==> src/hdl/conv_consts.vh <==
// Constants for the audio converter clock and status block
`ifndef CONV_CONSTS_VH
`define CONV_CONSTS_VH
// Register byte addresses
`define ADDR_CONTROL    4'h0
`define ADDR_STATUS     4'h4
`define ADDR_IRQ_STAT   4'h8
`define ADDR_IRQ_MASK   4'hC
// converter_control fields
`define CTL_DIV_HI      6
`define CTL_DIV_LO      0
`define CTL_RESET       16'h0000
`define DIV_RESET       7'h00
// converter_status fields
`define ST_LEFT_OE      15
`define ST_LEFT_MID     13
`define ST_LEFT_ITYPE   10
`define ST_LEFT_FULL    9
`define ST_LEFT_EMPTY   8
`define ST_RIGHT_OE     7
`define ST_RIGHT_MID    5
`define ST_RIGHT_ITYPE  2
`define ST_RIGHT_FULL   1
`define ST_RIGHT_EMPTY  0
`define ST_WMASK        16'hA4A4
`define ST_RESET        16'h0000
// Interrupt status bits
`define IRQ_LEFT        0
`define IRQ_RIGHT       1
`define IRQ_RESET       2'h0
// Converter clocks per sample period
`define OSR_COUNT       256
`define OSR_WIDTH       8
`endif

==> src/hdl/audio_dac_clock_and_status.v <==
// Audio converter clock generation, sample FIFOs, status and interrupts
`timescale 1ns/1ps
`include "conv_consts.vh"

// Notes on behaviour
// - The sample counter and FIFO reads advance only on the converter clock enable.
// - The sample rate is an integer division of the converter clock.
// - The converter clock is divided down from the auxiliary clock.
// - The divide ratio comes from the seven-bit field at control bits 6:0.
// - One sample per channel is taken every 256 converter clocks.
// - Interrupt type bit 1 asks on FIFO empty, 0 asks on FIFO not full.
module audio_dac_clock_and_status #(
  parameter SAMPLE_W = 16,
  parameter FIFO_AW  = 2,
  parameter DIV_W    = 7
) (
  input  wire                clk_i,
  input  wire                rst_i,
  input  wire                aux_tick_i,
  // Wishbone classic slave
  input  wire                cyc_i,
  input  wire                stb_i,
  input  wire                we_i,
  input  wire [3:0]          adr_i,
  input  wire [3:0]          sel_i,
  input  wire [31:0]         dat_i,
  output reg  [31:0]         dat_o,
  output reg                 ack_o,
  // Sample writes from processor or DMA
  input  wire                left_wr_i,
  input  wire [SAMPLE_W-1:0] left_data_i,
  input  wire                right_wr_i,
  input  wire [SAMPLE_W-1:0] right_data_i,
  output wire                left_ready_o,
  output wire                right_ready_o,
  // Converter side
  output reg                 sample_tick_o,
  output wire [SAMPLE_W-1:0] left_sample_o,
  output wire [SAMPLE_W-1:0] right_sample_o,
  output reg                 left_out_enable_o,
  output reg                 right_out_enable_o,
  output reg                 left_mid_enable_o,
  output reg                 right_mid_enable_o,
  output wire                irq_o
);
  // -------------------------------------------------------------------
  // Registers
  // -------------------------------------------------------------------
  reg  [15:0]            converter_control;
  reg  [15:0]            status_ctl;
  reg  [1:0]             irq_status;
  reg  [1:0]             irq_mask;
  reg  [`OSR_WIDTH-1:0]  osr_count;
  wire                   conv_tick;
  wire                   left_full;
  wire                   left_empty;
  wire                   right_full;
  wire                   right_empty;
  wire [15:0]            converter_status;
  wire [1:0]             irq_event;
  wire                   bus_req;
  wire                   wr_en;
  wire                   sample_take;
  wire [DIV_W-1:0]       conv_clk_divisor;

  assign bus_req = cyc_i && stb_i && !ack_o;
  assign wr_en   = bus_req && we_i;

  // Byte lane enable for a 16-bit register in the low half
  function [15:0] lane_mask;
    input [3:0] sel;
    begin
      lane_mask = {{8{sel[1]}}, {8{sel[0]}}};
    end
  endfunction

  // -------------------------------------------------------------------
  // Clock derivation
  // -------------------------------------------------------------------
  assign conv_clk_divisor =
    converter_control[`CTL_DIV_HI:`CTL_DIV_LO];

  conv_clk_div #(
    .DIV_W (DIV_W)
  ) u_div (
    .clk_i       (clk_i),
    .rst_i       (rst_i),
    .aux_tick_i  (aux_tick_i),
    .divisor_i   (conv_clk_divisor),
    .conv_tick_o (conv_tick)
  );

  // Sample rate is a fixed submultiple of the converter clock
  always @(posedge clk_i) begin
    if (rst_i) begin
      osr_count     <= {`OSR_WIDTH{1'b0}};
      sample_tick_o <= 1'b0;
    end else begin
      sample_tick_o <= 1'b0;
      if (conv_tick) begin
        osr_count <= osr_count + {{(`OSR_WIDTH-1){1'b0}}, 1'b1};
        if (osr_count == `OSR_COUNT - 1)
          sample_tick_o <= 1'b1;
      end
    end
  end

  assign sample_take = conv_tick && (osr_count == `OSR_COUNT - 1);

  // -------------------------------------------------------------------
  // Sample FIFOs
  // -------------------------------------------------------------------
  conv_fifo #(
    .WIDTH (SAMPLE_W),
    .AW    (FIFO_AW)
  ) u_left (
    .clk_i   (clk_i),
    .rst_i   (rst_i),
    .wr_i    (left_wr_i),
    .wdata_i (left_data_i),
    .rd_i    (sample_take),
    .rdata_o (left_sample_o),
    .full_o  (left_full),
    .empty_o (left_empty)
  );

  conv_fifo #(
    .WIDTH (SAMPLE_W),
    .AW    (FIFO_AW)
  ) u_right (
    .clk_i   (clk_i),
    .rst_i   (rst_i),
    .wr_i    (right_wr_i),
    .wdata_i (right_data_i),
    .rd_i    (sample_take),
    .rdata_o (right_sample_o),
    .full_o  (right_full),
    .empty_o (right_empty)
  );

  assign left_ready_o  = !left_full;
  assign right_ready_o = !right_full;

  // -------------------------------------------------------------------
  // Status register
  // -------------------------------------------------------------------
  assign converter_status =
    (status_ctl & `ST_WMASK)
    | ({15'h0000, left_full}   << `ST_LEFT_FULL)
    | ({15'h0000, left_empty}  << `ST_LEFT_EMPTY)
    | ({15'h0000, right_full}  << `ST_RIGHT_FULL)
    | ({15'h0000, right_empty} << `ST_RIGHT_EMPTY);

  always @(posedge clk_i) begin
    if (rst_i) begin
      left_out_enable_o  <= 1'b0;
      right_out_enable_o <= 1'b0;
      left_mid_enable_o  <= 1'b0;
      right_mid_enable_o <= 1'b0;
    end else begin
      left_out_enable_o  <= status_ctl[`ST_LEFT_OE];
      right_out_enable_o <= status_ctl[`ST_RIGHT_OE];
      left_mid_enable_o  <= status_ctl[`ST_LEFT_MID];
      right_mid_enable_o <= status_ctl[`ST_RIGHT_MID];
    end
  end

  // -------------------------------------------------------------------
  // Interrupts
  // -------------------------------------------------------------------
  // Level requests: empty when type is 1, not full when type is 0
  assign irq_event[`IRQ_LEFT] = status_ctl[`ST_LEFT_ITYPE]
    ? left_empty : !left_full;
  assign irq_event[`IRQ_RIGHT] = status_ctl[`ST_RIGHT_ITYPE]
    ? right_empty : !right_full;

  assign irq_o = |(irq_status & irq_mask);

  // -------------------------------------------------------------------
  // Bus writes
  // -------------------------------------------------------------------
  always @(posedge clk_i) begin
    if (rst_i) begin
      converter_control <= `CTL_RESET;
      status_ctl        <= `ST_RESET;
      irq_status        <= `IRQ_RESET;
      irq_mask          <= `IRQ_RESET;
    end else begin
      // Set wins over a write-one clear in the same cycle
      if (wr_en && adr_i == `ADDR_IRQ_STAT && sel_i[0])
        irq_status <= (irq_status & ~dat_i[1:0]) | irq_event;
      else
        irq_status <= irq_status | irq_event;
      if (wr_en && adr_i == `ADDR_CONTROL)
        converter_control <= (converter_control & ~lane_mask(sel_i))
          | (dat_i[15:0] & lane_mask(sel_i));
      if (wr_en && adr_i == `ADDR_STATUS)
        status_ctl <= (status_ctl & ~(lane_mask(sel_i) & `ST_WMASK))
          | (dat_i[15:0] & lane_mask(sel_i) & `ST_WMASK);
      if (wr_en && adr_i == `ADDR_IRQ_MASK && sel_i[0])
        irq_mask <= dat_i[1:0];
    end
  end

  // -------------------------------------------------------------------
  // Bus reads and acknowledge
  // -------------------------------------------------------------------
  // One wait state: ack a cycle after the request, drop it the next
  always @(posedge clk_i) begin
    if (rst_i) begin
      ack_o <= 1'b0;
      dat_o <= 32'h00000000;
    end else begin
      ack_o <= bus_req;
      if (bus_req && !we_i) begin
        case (adr_i)
          `ADDR_CONTROL:  dat_o <= {16'h0000, converter_control};
          `ADDR_STATUS:   dat_o <= {16'h0000, converter_status};
          `ADDR_IRQ_STAT: dat_o <= {30'h00000000, irq_status};
          `ADDR_IRQ_MASK: dat_o <= {30'h00000000, irq_mask};
          default:        dat_o <= 32'h00000000;
        endcase
      end
    end
  end
endmodule

==> src/hdl/conv_clk_div.v <==
// Divider making the converter clock enable from the auxiliary clock
`timescale 1ns/1ps
module conv_clk_div #(
  parameter DIV_W = 7
) (
  input  wire             clk_i,
  input  wire             rst_i,
  input  wire             aux_tick_i,
  input  wire [DIV_W-1:0] divisor_i,
  output reg              conv_tick_o
);
  reg [DIV_W-1:0] count;

  // Divides by divisor_i + 1, so a zero divisor passes every tick
  always @(posedge clk_i) begin
    if (rst_i) begin
      count       <= {DIV_W{1'b0}};
      conv_tick_o <= 1'b0;
    end else begin
      conv_tick_o <= 1'b0;
      if (aux_tick_i) begin
        if (count >= divisor_i) begin
          count       <= {DIV_W{1'b0}};
          conv_tick_o <= 1'b1;
        end else begin
          count <= count + {{(DIV_W-1){1'b0}}, 1'b1};
        end
      end
    end
  end
endmodule

==> src/hdl/conv_fifo.v <==
// Per-channel sample input FIFO
`timescale 1ns/1ps
module conv_fifo #(
  parameter WIDTH = 16,
  parameter AW    = 2
) (
  input  wire             clk_i,
  input  wire             rst_i,
  input  wire             wr_i,
  input  wire [WIDTH-1:0] wdata_i,
  input  wire             rd_i,
  output reg  [WIDTH-1:0] rdata_o,
  output wire             full_o,
  output wire             empty_o
);
  localparam DEPTH = 1 << AW;
  reg [WIDTH-1:0] mem [0:DEPTH-1];
  reg [AW:0]      wp;
  reg [AW:0]      rp;
  wire            do_wr;
  wire            do_rd;

  assign full_o  = (wp[AW] != rp[AW]) && (wp[AW-1:0] == rp[AW-1:0]);
  assign empty_o = (wp == rp);
  // Writes into a full FIFO are dropped; reads of an empty one hold data
  assign do_wr = wr_i && !full_o;
  assign do_rd = rd_i && !empty_o;

  always @(posedge clk_i) begin
    if (do_wr)
      mem[wp[AW-1:0]] <= wdata_i;
  end

  always @(posedge clk_i) begin
    if (rst_i) begin
      wp      <= {(AW+1){1'b0}};
      rp      <= {(AW+1){1'b0}};
      rdata_o <= {WIDTH{1'b0}};
    end else begin
      if (do_wr)
        wp <= wp + {{AW{1'b0}}, 1'b1};
      if (do_rd) begin
        rp      <= rp + {{AW{1'b0}}, 1'b1};
        rdata_o <= mem[rp[AW-1:0]];
      end
    end
  end
endmodule

==> config.mk <==
export PLATFORM = sky130hd
export DESIGN_NAME = audio_dac_clock_and_status
export DESIGN_NICKNAME = d
export VERILOG_FILES = /design/src/hdl/audio_dac_clock_and_status.v /design/src/hdl/conv_clk_div.v /design/src/hdl/conv_fifo.v
export VERILOG_INCLUDE_DIRS = /design/src /design/src/hdl
export SDC_FILE = /design/constraint.sdc
export NUM_CORES = 1
export LEC_CHECK = 0
export BUFFER_PORTS_ARGS = -buffer_cell sky130_fd_sc_hd__buf_2
export CAP_MARGIN = 25
export CORE_MARGIN = 1.5
export CORE_UTILIZATION = 25
export CTS_BUF_LIST = sky130_fd_sc_hd__clkbuf_16
export CTS_CLUSTER_SIZE = 20
export DETAILED_ROUTE_END_ITERATION = 7
export PLACE_DENSITY = 0.47
export SLEW_MARGIN = 40
export SYNTH_ARGS = -nofsm -noshare
export SYNTH_HDL_FRONTEND = slang
export SYNTH_SLANG_ARGS = --single-unit
==> constraint.sdc <==
create_clock -name clk_i -period 3.3 [get_ports clk_i]
set_input_delay 0.495 -clock clk_i [delete_from_list [all_inputs] [get_ports clk_i]]
set_output_delay 0.495 -clock clk_i [all_outputs]
set_load 0.01 [all_outputs]
==> results_dict.tcl, run 1 <==
set metrics [dict create \
    ant_nets 0 \
    combPwrFrac_pct 5.6 \
    fin_nets 927 \
    overflow 0 \
    whs_ps 153 \
    die_w_um 198 \
    syn_inst 704 \
    initial_utilization_pct 25.3 \
    power_mw 6.65 \
    htree_levels 1 \
    cts_resized 0 \
    syn_area_sq_um 9480 \
    rr_startpoint "u_right.wp[1]$_SDFFE_PP0P_" \
    setup_slack_ps 767 \
    hold_violations 0 \
    netSwitchingFraction_pct 22.9 \
    seq_power_share_pct 48.5 \
    cts_hold_buf 0 \
    n_antenna_cell 0 \
    design_area_sq_um 11500 \
    routabilityCongestion 0.702 \
    critPathKind "flop to flop" \
    numPortBuffers 118 \
    io_pins 153 \
    ys_seq_area_share_pct 63.4 \
    core_sq_um 37500 \
    clk_latency_ps 560 \
    crit_start "u_right.wp[1]$_SDFFE_PP0P_" \
    grt_pass1_wl_mm 34.8 \
    cts_buffer_depth 3 \
    path_clk_slew_ps 60 \
    drv_cap 0 \
    yosys_warnings 0 \
    cts_buffers 27 \
    critPathLaunchType "flop" \
    p_clk_share_pct 45.9 \
    maxSlewViolCount 0 \
    hpwl_mm 14.1 \
    drt_iter0_drc 215 \
    vias 5870 \
    dr.pass1.iters 4 \
    area_growth_pct 21.4 \
    dp_slack_ps 1050 \
    grt_max_degree 87 \
    synth-edff-count 128 \
    place_inst 1310 \
    finalNonFillerCells 1360 \
    hold_class "primary input to flop" \
    fin_skew_ps 27.1 \
    wl_per_cell_um 16.5 \
    path_cells "xor2_1 -> o311ai_0 -> clkinv_1" \
    grtUsageTotal_pct 11.5 \
    fp.dieH_um 198 \
    ys_ff_latch 236 \
    power_leakage_nw 4.30 \
    cts_tree "done" \
    p_int_mw 5.13 \
    die-area_sq_um 39100 \
    multi_input_area_sq_um 3150 \
    final_util_pct 30.7 \
    power_per_cell_area_nw_per_um2 578 \
    place_area_sq_um 10600 \
    drt-total-wl_mm 22.4 \
    min_from "right_data_i[0]" \
    rsz0062_at_grt "no" \
    drive_gt1_share_pct 26.5 \
    fmaxAchievable_ghz 0.395 \
    ys.flop_type "edfxtp_1" \
    synth.avg_cell_area_sq_um 13.5 \
    row_count 71 \
    synthArstFlopShare_pct 0 \
    slowest_stage "clkinv_1" \
    status "complete, no violations" \
    slowest_delay_ps 800 \
    relSlewSlack_pct 50.1 \
    num-fill-cells 3846 \
    arrival_ps 2600 \
    fin_tns_setup_ps 0 \
    grt_pass1_vias 5913 \
    antenna_found_initial 0 \
    drt_drc_violations_left 0 \
    ys_types 53 \
    cts.sinks 236 \
    clockRootBuffer "clkbuf_16" \
    crit_required_ps 3370 \
    worst_setup_path_end_kind "flop" \
    vdd_drop_max_uv 405 \
    regArea_sq_um 6010 \
    p_sw_mw 1.52 \
    postCtsSetupRepairBufs 0 \
    fin_crit_sh_pct 76.7 \
    tightest_slew_ps 743 \
    viasPerCell 4.32 \
    setup_violations 0 \
    fin_crit_ps 2530 \
    cp_max_fo 16 \
]
critical path: cells and delay by family, from the launching register on:
family / cells / cell delay (ps)
flops: 1 / 450
xor+xnor: 1 / 170
buf+inv: 1 / 800
compound gates: 1 / 620
sequential cells by signal, summed over array words and instances, names as in the netlist, named ones only:
register / count
u_left.mem: 64
right_mid_enable_o: 1
left_out_enable_o: 1
sample_tick_o: 1
u_left.rp: 3
u_right.rp: 3
u_left.rdata_o: 16
osr_count: 8
dat_o: 16
u_left.wp: 3
u_div.conv_tick_o: 1
right_out_enable_o: 1
u_right.rdata_o: 16
irq_status: 2
ack_o: 1
u_right.mem: 64
irq_mask: 2
u_div.count: 7
left_mid_enable_o: 1
u_right.wp: 3
metal layers:
layer | vias up | GRT usage [%] | wire length [um]
met4 | 0 | 2.74 | 402
met1 | 2852 | 15.9 | 10700
met3 | 33 | 3.12 | 1440
met5 | - | 0 | 0
met2 | 151 | 18.1 | 9850
li1 | 2834 | - | -
power by group through the flow:
stage,sequential (mW),combinational [mW],clock (mW)
floorplan,3.28,0.225,0
global placement,3.29,0.379,0
detailed placement,3.29,0.382,0
CTS,3.23,0.383,3.17
global route,3.23,0.419,3.28
finish,3.23,0.374,3.05
cells in the mapped netlist, types with 3 or more instances:
master | instances | share of area [%]
a21oi_1 | 45 | 2.4
a221oi_1 | 6 | 0.55
and2_1 | 7 | 0.46
and3_1 | 4 | 0.26
buf_2 | 7 | 0.37
buf_4 | 21 | 1.7
clkbuf_1 | 26 | 1.0
dfxtp_1 | 108 | 23
edfxtp_1 | 128 | 41
ha_1 | 19 | 2.5
inv_1 | 18 | 0.71
mux2_2 | 3 | 0.36
mux2i_1 | 30 | 3.2
mux4_2 | 32 | 7.6
nand2_1 | 13 | 0.51
nand3_1 | 46 | 2.4
nand3_2 | 3 | 0.32
nand4_1 | 5 | 0.33
nor2_1 | 51 | 2.0
nor2b_1 | 7 | 0.46
nor3_1 | 15 | 0.79
o21ai_0 | 42 | 2.2
xnor2_1 | 12 | 1.1
xor2_1 | 15 | 1.4
logic make-up (layout without fill, tap and decap cells):
family	Yosys count	count (layout)	synth area share, %
mux	65	65	11.1
fa+ha+maj	19	19	2.51
simple gates	171	171	9.69
buf+inv	75	205	4.05
other cells	1	16	0.0396
xor+xnor	27	27	2.50
compound gates	110	110	6.71
flops	236	236	63.4
cells in the final DEF (no fill, tap or decap), types with 3 or more instances in the layout:
cell type	netlist	layout
a221oi_1	6	6
xnor2_1	12	12
nor3_1	15	14
buf_2	7	117
xor2_1	15	15
nand2_1	13	13
inv_1	18	18
buf_4	21	19
edfxtp_1	128	128
ha_1	19	19
clkinv_1	0	10
conb_1	1	16
clkinv_2	0	5
a21oi_1	45	45
nor2_1	51	51
nand4_1	5	5
nor2b_1	7	7
clkbuf_16	0	27
mux2_2	3	3
nand3_1	46	45
and3_1	4	4
dfxtp_1	108	108
nand3_2	3	4
o21ai_0	42	42
and2_1	7	7
mux4_2	32	32
bufinv_16	0	4
mux2i_1	30	30
path summary, 6_finish.rpt:
check / to / slack, ps / depth (start not counted)
min reg2reg: dat_o[14]$_SDFFE_PP0P_ / 450 / 2
max: u_right.mem[3][11]$_DFFE_PP_ / 770 / 3
min: u_right.mem[0][0]$_DFFE_PP_ / 150 / 1
max reg2reg: u_right.mem[3][11]$_DFFE_PP_ / 770 / 3
cell type report:
type / instances / share of cell area [%]
multi-input cells: 408 / 27.4
inverters: 18 / 0.587
well taps: 511 / 5.56
flip-flops and latches: 236 / 52.2
repair buffers: 137 / 6.43
clock buffers: 27 / 5.87
clock inverters: 23 / 1.98
Note: power is estimated with default switching activity, not from simulation.
==> run 2, diff against run 1 <==
Settings changed: ABC_AREA set to 1.
Clock period 3.3 ns to 2.38 ns, I/O delays scaled along.
==> results_dict.tcl, run 2 <==
set metrics [dict create \
    cts_resized 0 \
    p_int_mw 6.83 \
    numPortBuffers 118 \
    use_met3_pct 2.90 \
    cts_buffer_depth 3 \
    synth_adder_area_share_pct 2.50 \
    vias 6840 \
    power_per_cell_area_nw_per_um2 765 \
    synthSimpleGateAreaFrac_pct 14.7 \
    drt_iter0_drc 282 \
    critPathLaunchType "flop" \
    fin_skew_ps 19.1 \
    grt_pass1_wl_mm 35.4 \
    synth_top_family_by_area "simple AND/OR/NAND/NOR gates" \
    arrival_ps 1770 \
    setup_violations 0 \
    clk_latency_ps 550 \
    ys_types 34 \
    fp.dieH_um 198 \
    row_count 71 \
    power_mw 8.79 \
    crit_buf_inv 2 \
    viasPerCell 4.25 \
    rsz0062_at_grt "no" \
    grtUsageTotal_pct 11.6 \
    netSwitchingFraction_pct 22.3 \
    clockRootBuffer "clkbuf_16" \
    combPwrFrac_pct 4.4 \
    path_cells "inv_2 -> nand2_1 -> nand2_1 -> nor2_4 -> nand2_1 -> buf_2" \
    synth_compound_area_share_pct 12.1 \
    synthXorXnorAreaFrac_pct 1.11 \
    ant_nets 0 \
    relSlewSlack_pct 65.0 \
    p_clk_share_pct 44.9 \
    die_w_um 198 \
    status "complete, no violations" \
    htree_levels 1 \
    critPathKind "flop to output pin" \
    synth_commonest_cells "nor2_1, edfxtp_1, o21ai_0" \
    cts.sinks 236 \
    worst_setup_path_end_kind "output pin" \
    cts_buffers 28 \
    die-area_sq_um 39200 \
    fin_nets 1175 \
    slowest_delay_ps 570 \
    overflow 0 \
    fmaxAchievable_ghz 0.470 \
    slowest_stage "dfxtp_1" \
    grt_pass1_vias 6430 \
    synth.avg_cell_area_sq_um 10.1 \
    io_pins 153 \
    muxShareOfSynthArea_pct 0 \
    layout_common_cells "nor2_1, edfxtp_1, o21ai_0" \
    drive_gt1_share_pct 19.0 \
    synth_area_leaders "edfxtp_1, dfxtp_1, nor2_1, o21ai_0, nand2_1" \
    synth_top_area_cell "edfxtp_1" \
    seq_power_share_pct 50.6 \
    ys_ff_latch 236 \
    syn_area_sq_um 9500 \
    dr.pass1.iters 5 \
    final_common_cell "nor2_1" \
    syn_inst 944 \
    hpwl_mm 14.6 \
    fin_crit_sh_pct 89.4 \
    yosys.area.top_type_share_pct 40.5 \
    cp_max_fo 12 \
    use_met1_pct 15.8 \
    wl_per_cell_um 14.2 \
    path_clk_slew_ps 60 \
    drv_cap 0 \
    antenna_found_initial 2 \
    yosys_warnings 0 \
    yosysMostFrequentCell "nor2_1" \
    crit_required_ps 2020 \
    hold_class "primary input to flop" \
    crit_top_cell "nand2_1" \
    core_sq_um 37500 \
    whs_ps 26.8 \
    ys_seq_area_share_pct 63.2 \
    tightest_slew_ps 523 \
    hold_violations 0 \
    maxSlewViolCount 0 \
    fin_tns_setup_ps 0 \
    routabilityCongestion 0.759 \
    power_leakage_nw 4.53 \
    drt_drc_violations_left 0 \
    p_sw_mw 1.96 \
    grt_max_degree 39 \
    synth-edff-count 128 \
    drt-total-wl_mm 22.8 \
    ys.flop_type "edfxtp_1" \
    cts_tree "done" \
    use_met2_pct 18.0 \
    fin_crit_ps 2130 \
    synthArstFlopShare_pct 0 \
    crit_family "flip-flops" \
    initial_utilization_pct 25.3 \
    top_usage_layer "met2" \
    vdd_drop_max_uv 549 \
    area_growth_pct 21.0 \
]
run 2: cell count changes in the layout (fill, tap and decap cells not counted), moves of 30 or more:
cell / before / now
mux2i_1: 30 / 0
nor2_1: 51 / 190
mux4_2: 32 / 0
nand2_1: 13 / 87
inv_1: 18 / 63
o21ai_0: 42 / 127
o22ai_1: 0 / 37
run 2: path summary, 6_finish.rpt:
path	from	end	slack (ps)	cells after the start
max	u_left.rp[0]$_SDFFE_PP0P_	left_ready_o	250	6
min reg2reg	flop	flop	460	2
max reg2reg	u_left.rp[0]$_SDFFE_PP0P_	u_left.mem[2][8]$_DFFE_PP_	460	7
min	left_data_i[13]	u_left.mem[3][13]$_DFFE_PP_	30	1
run 2: repair_timing:
item | CTS | global route
hold buffers | 1 | 0
endpoints found under the hold margin | 4 | 0
buffers inserted | 0 | 0
run 2: cell families (layout without fill, tap and decap cells):
kind of cell	after synthesis	count (layout)
compound gates	219	219
other cells	1	17
xor+xnor	12	12
simple gates	335	335
flops	236	236
fa+ha+maj	19	19
buf+inv	122	261
run 2: cell type report:
type	count	area, sq um
fillers	3961	26000
flip-flops and latches	236	6010
multi-input cells	601	2950
repair buffers	143	781
clock buffers	29	726
well taps	511	639
inverters	66	255
clock inverters	23	128
diodes	1	2.50
run 2: power groups by stage:
| stage | registers (mW) | logic [mW] | clock network (mW) |
|---|---|---|---|
| 2_1_floorplan | 4.53 | 0.231 | 0 |
| 6_report | 4.45 | 0.391 | 3.95 |
| 4_1_cts | 4.45 | 0.400 | 4.08 |
| 3_3_place_gp | 4.54 | 0.394 | 0 |
| 5_1_grt | 4.46 | 0.450 | 4.26 |
| 3_5_place_dp | 4.54 | 0.397 | 0 |
run 2: worst register-to-register path, delay by kind of cell, from the launching register on:
kind,cells,cell delay [ps]
buffers and inverters,1,310
DFF,1,570
and+or+nand+nor,6,690
run 2: metrics by stage:
step,setup slack (ps),cell area [sq um],utilization (%),instances
after CTS,163,11500,30.6,1609
final,252,11500,30.6,1610
after floorplan,270,9550,-,959
after global routing,5.33,11500,30.6,1609
after detailed placement,410,10600,28.3,1556
after global placement,427,10600,28.3,1556
run 2: layer usage:
metal | wire length, um | vias up | part of all wire [%]
met1 | 10900 | 3181 | 48
met5 | 13 | - | 0.057
met3 | 1550 | 41 | 6.8
met2 | 9810 | 173 | 43
li1 | - | 3443 | -
met4 | 522 | 2 | 2.3
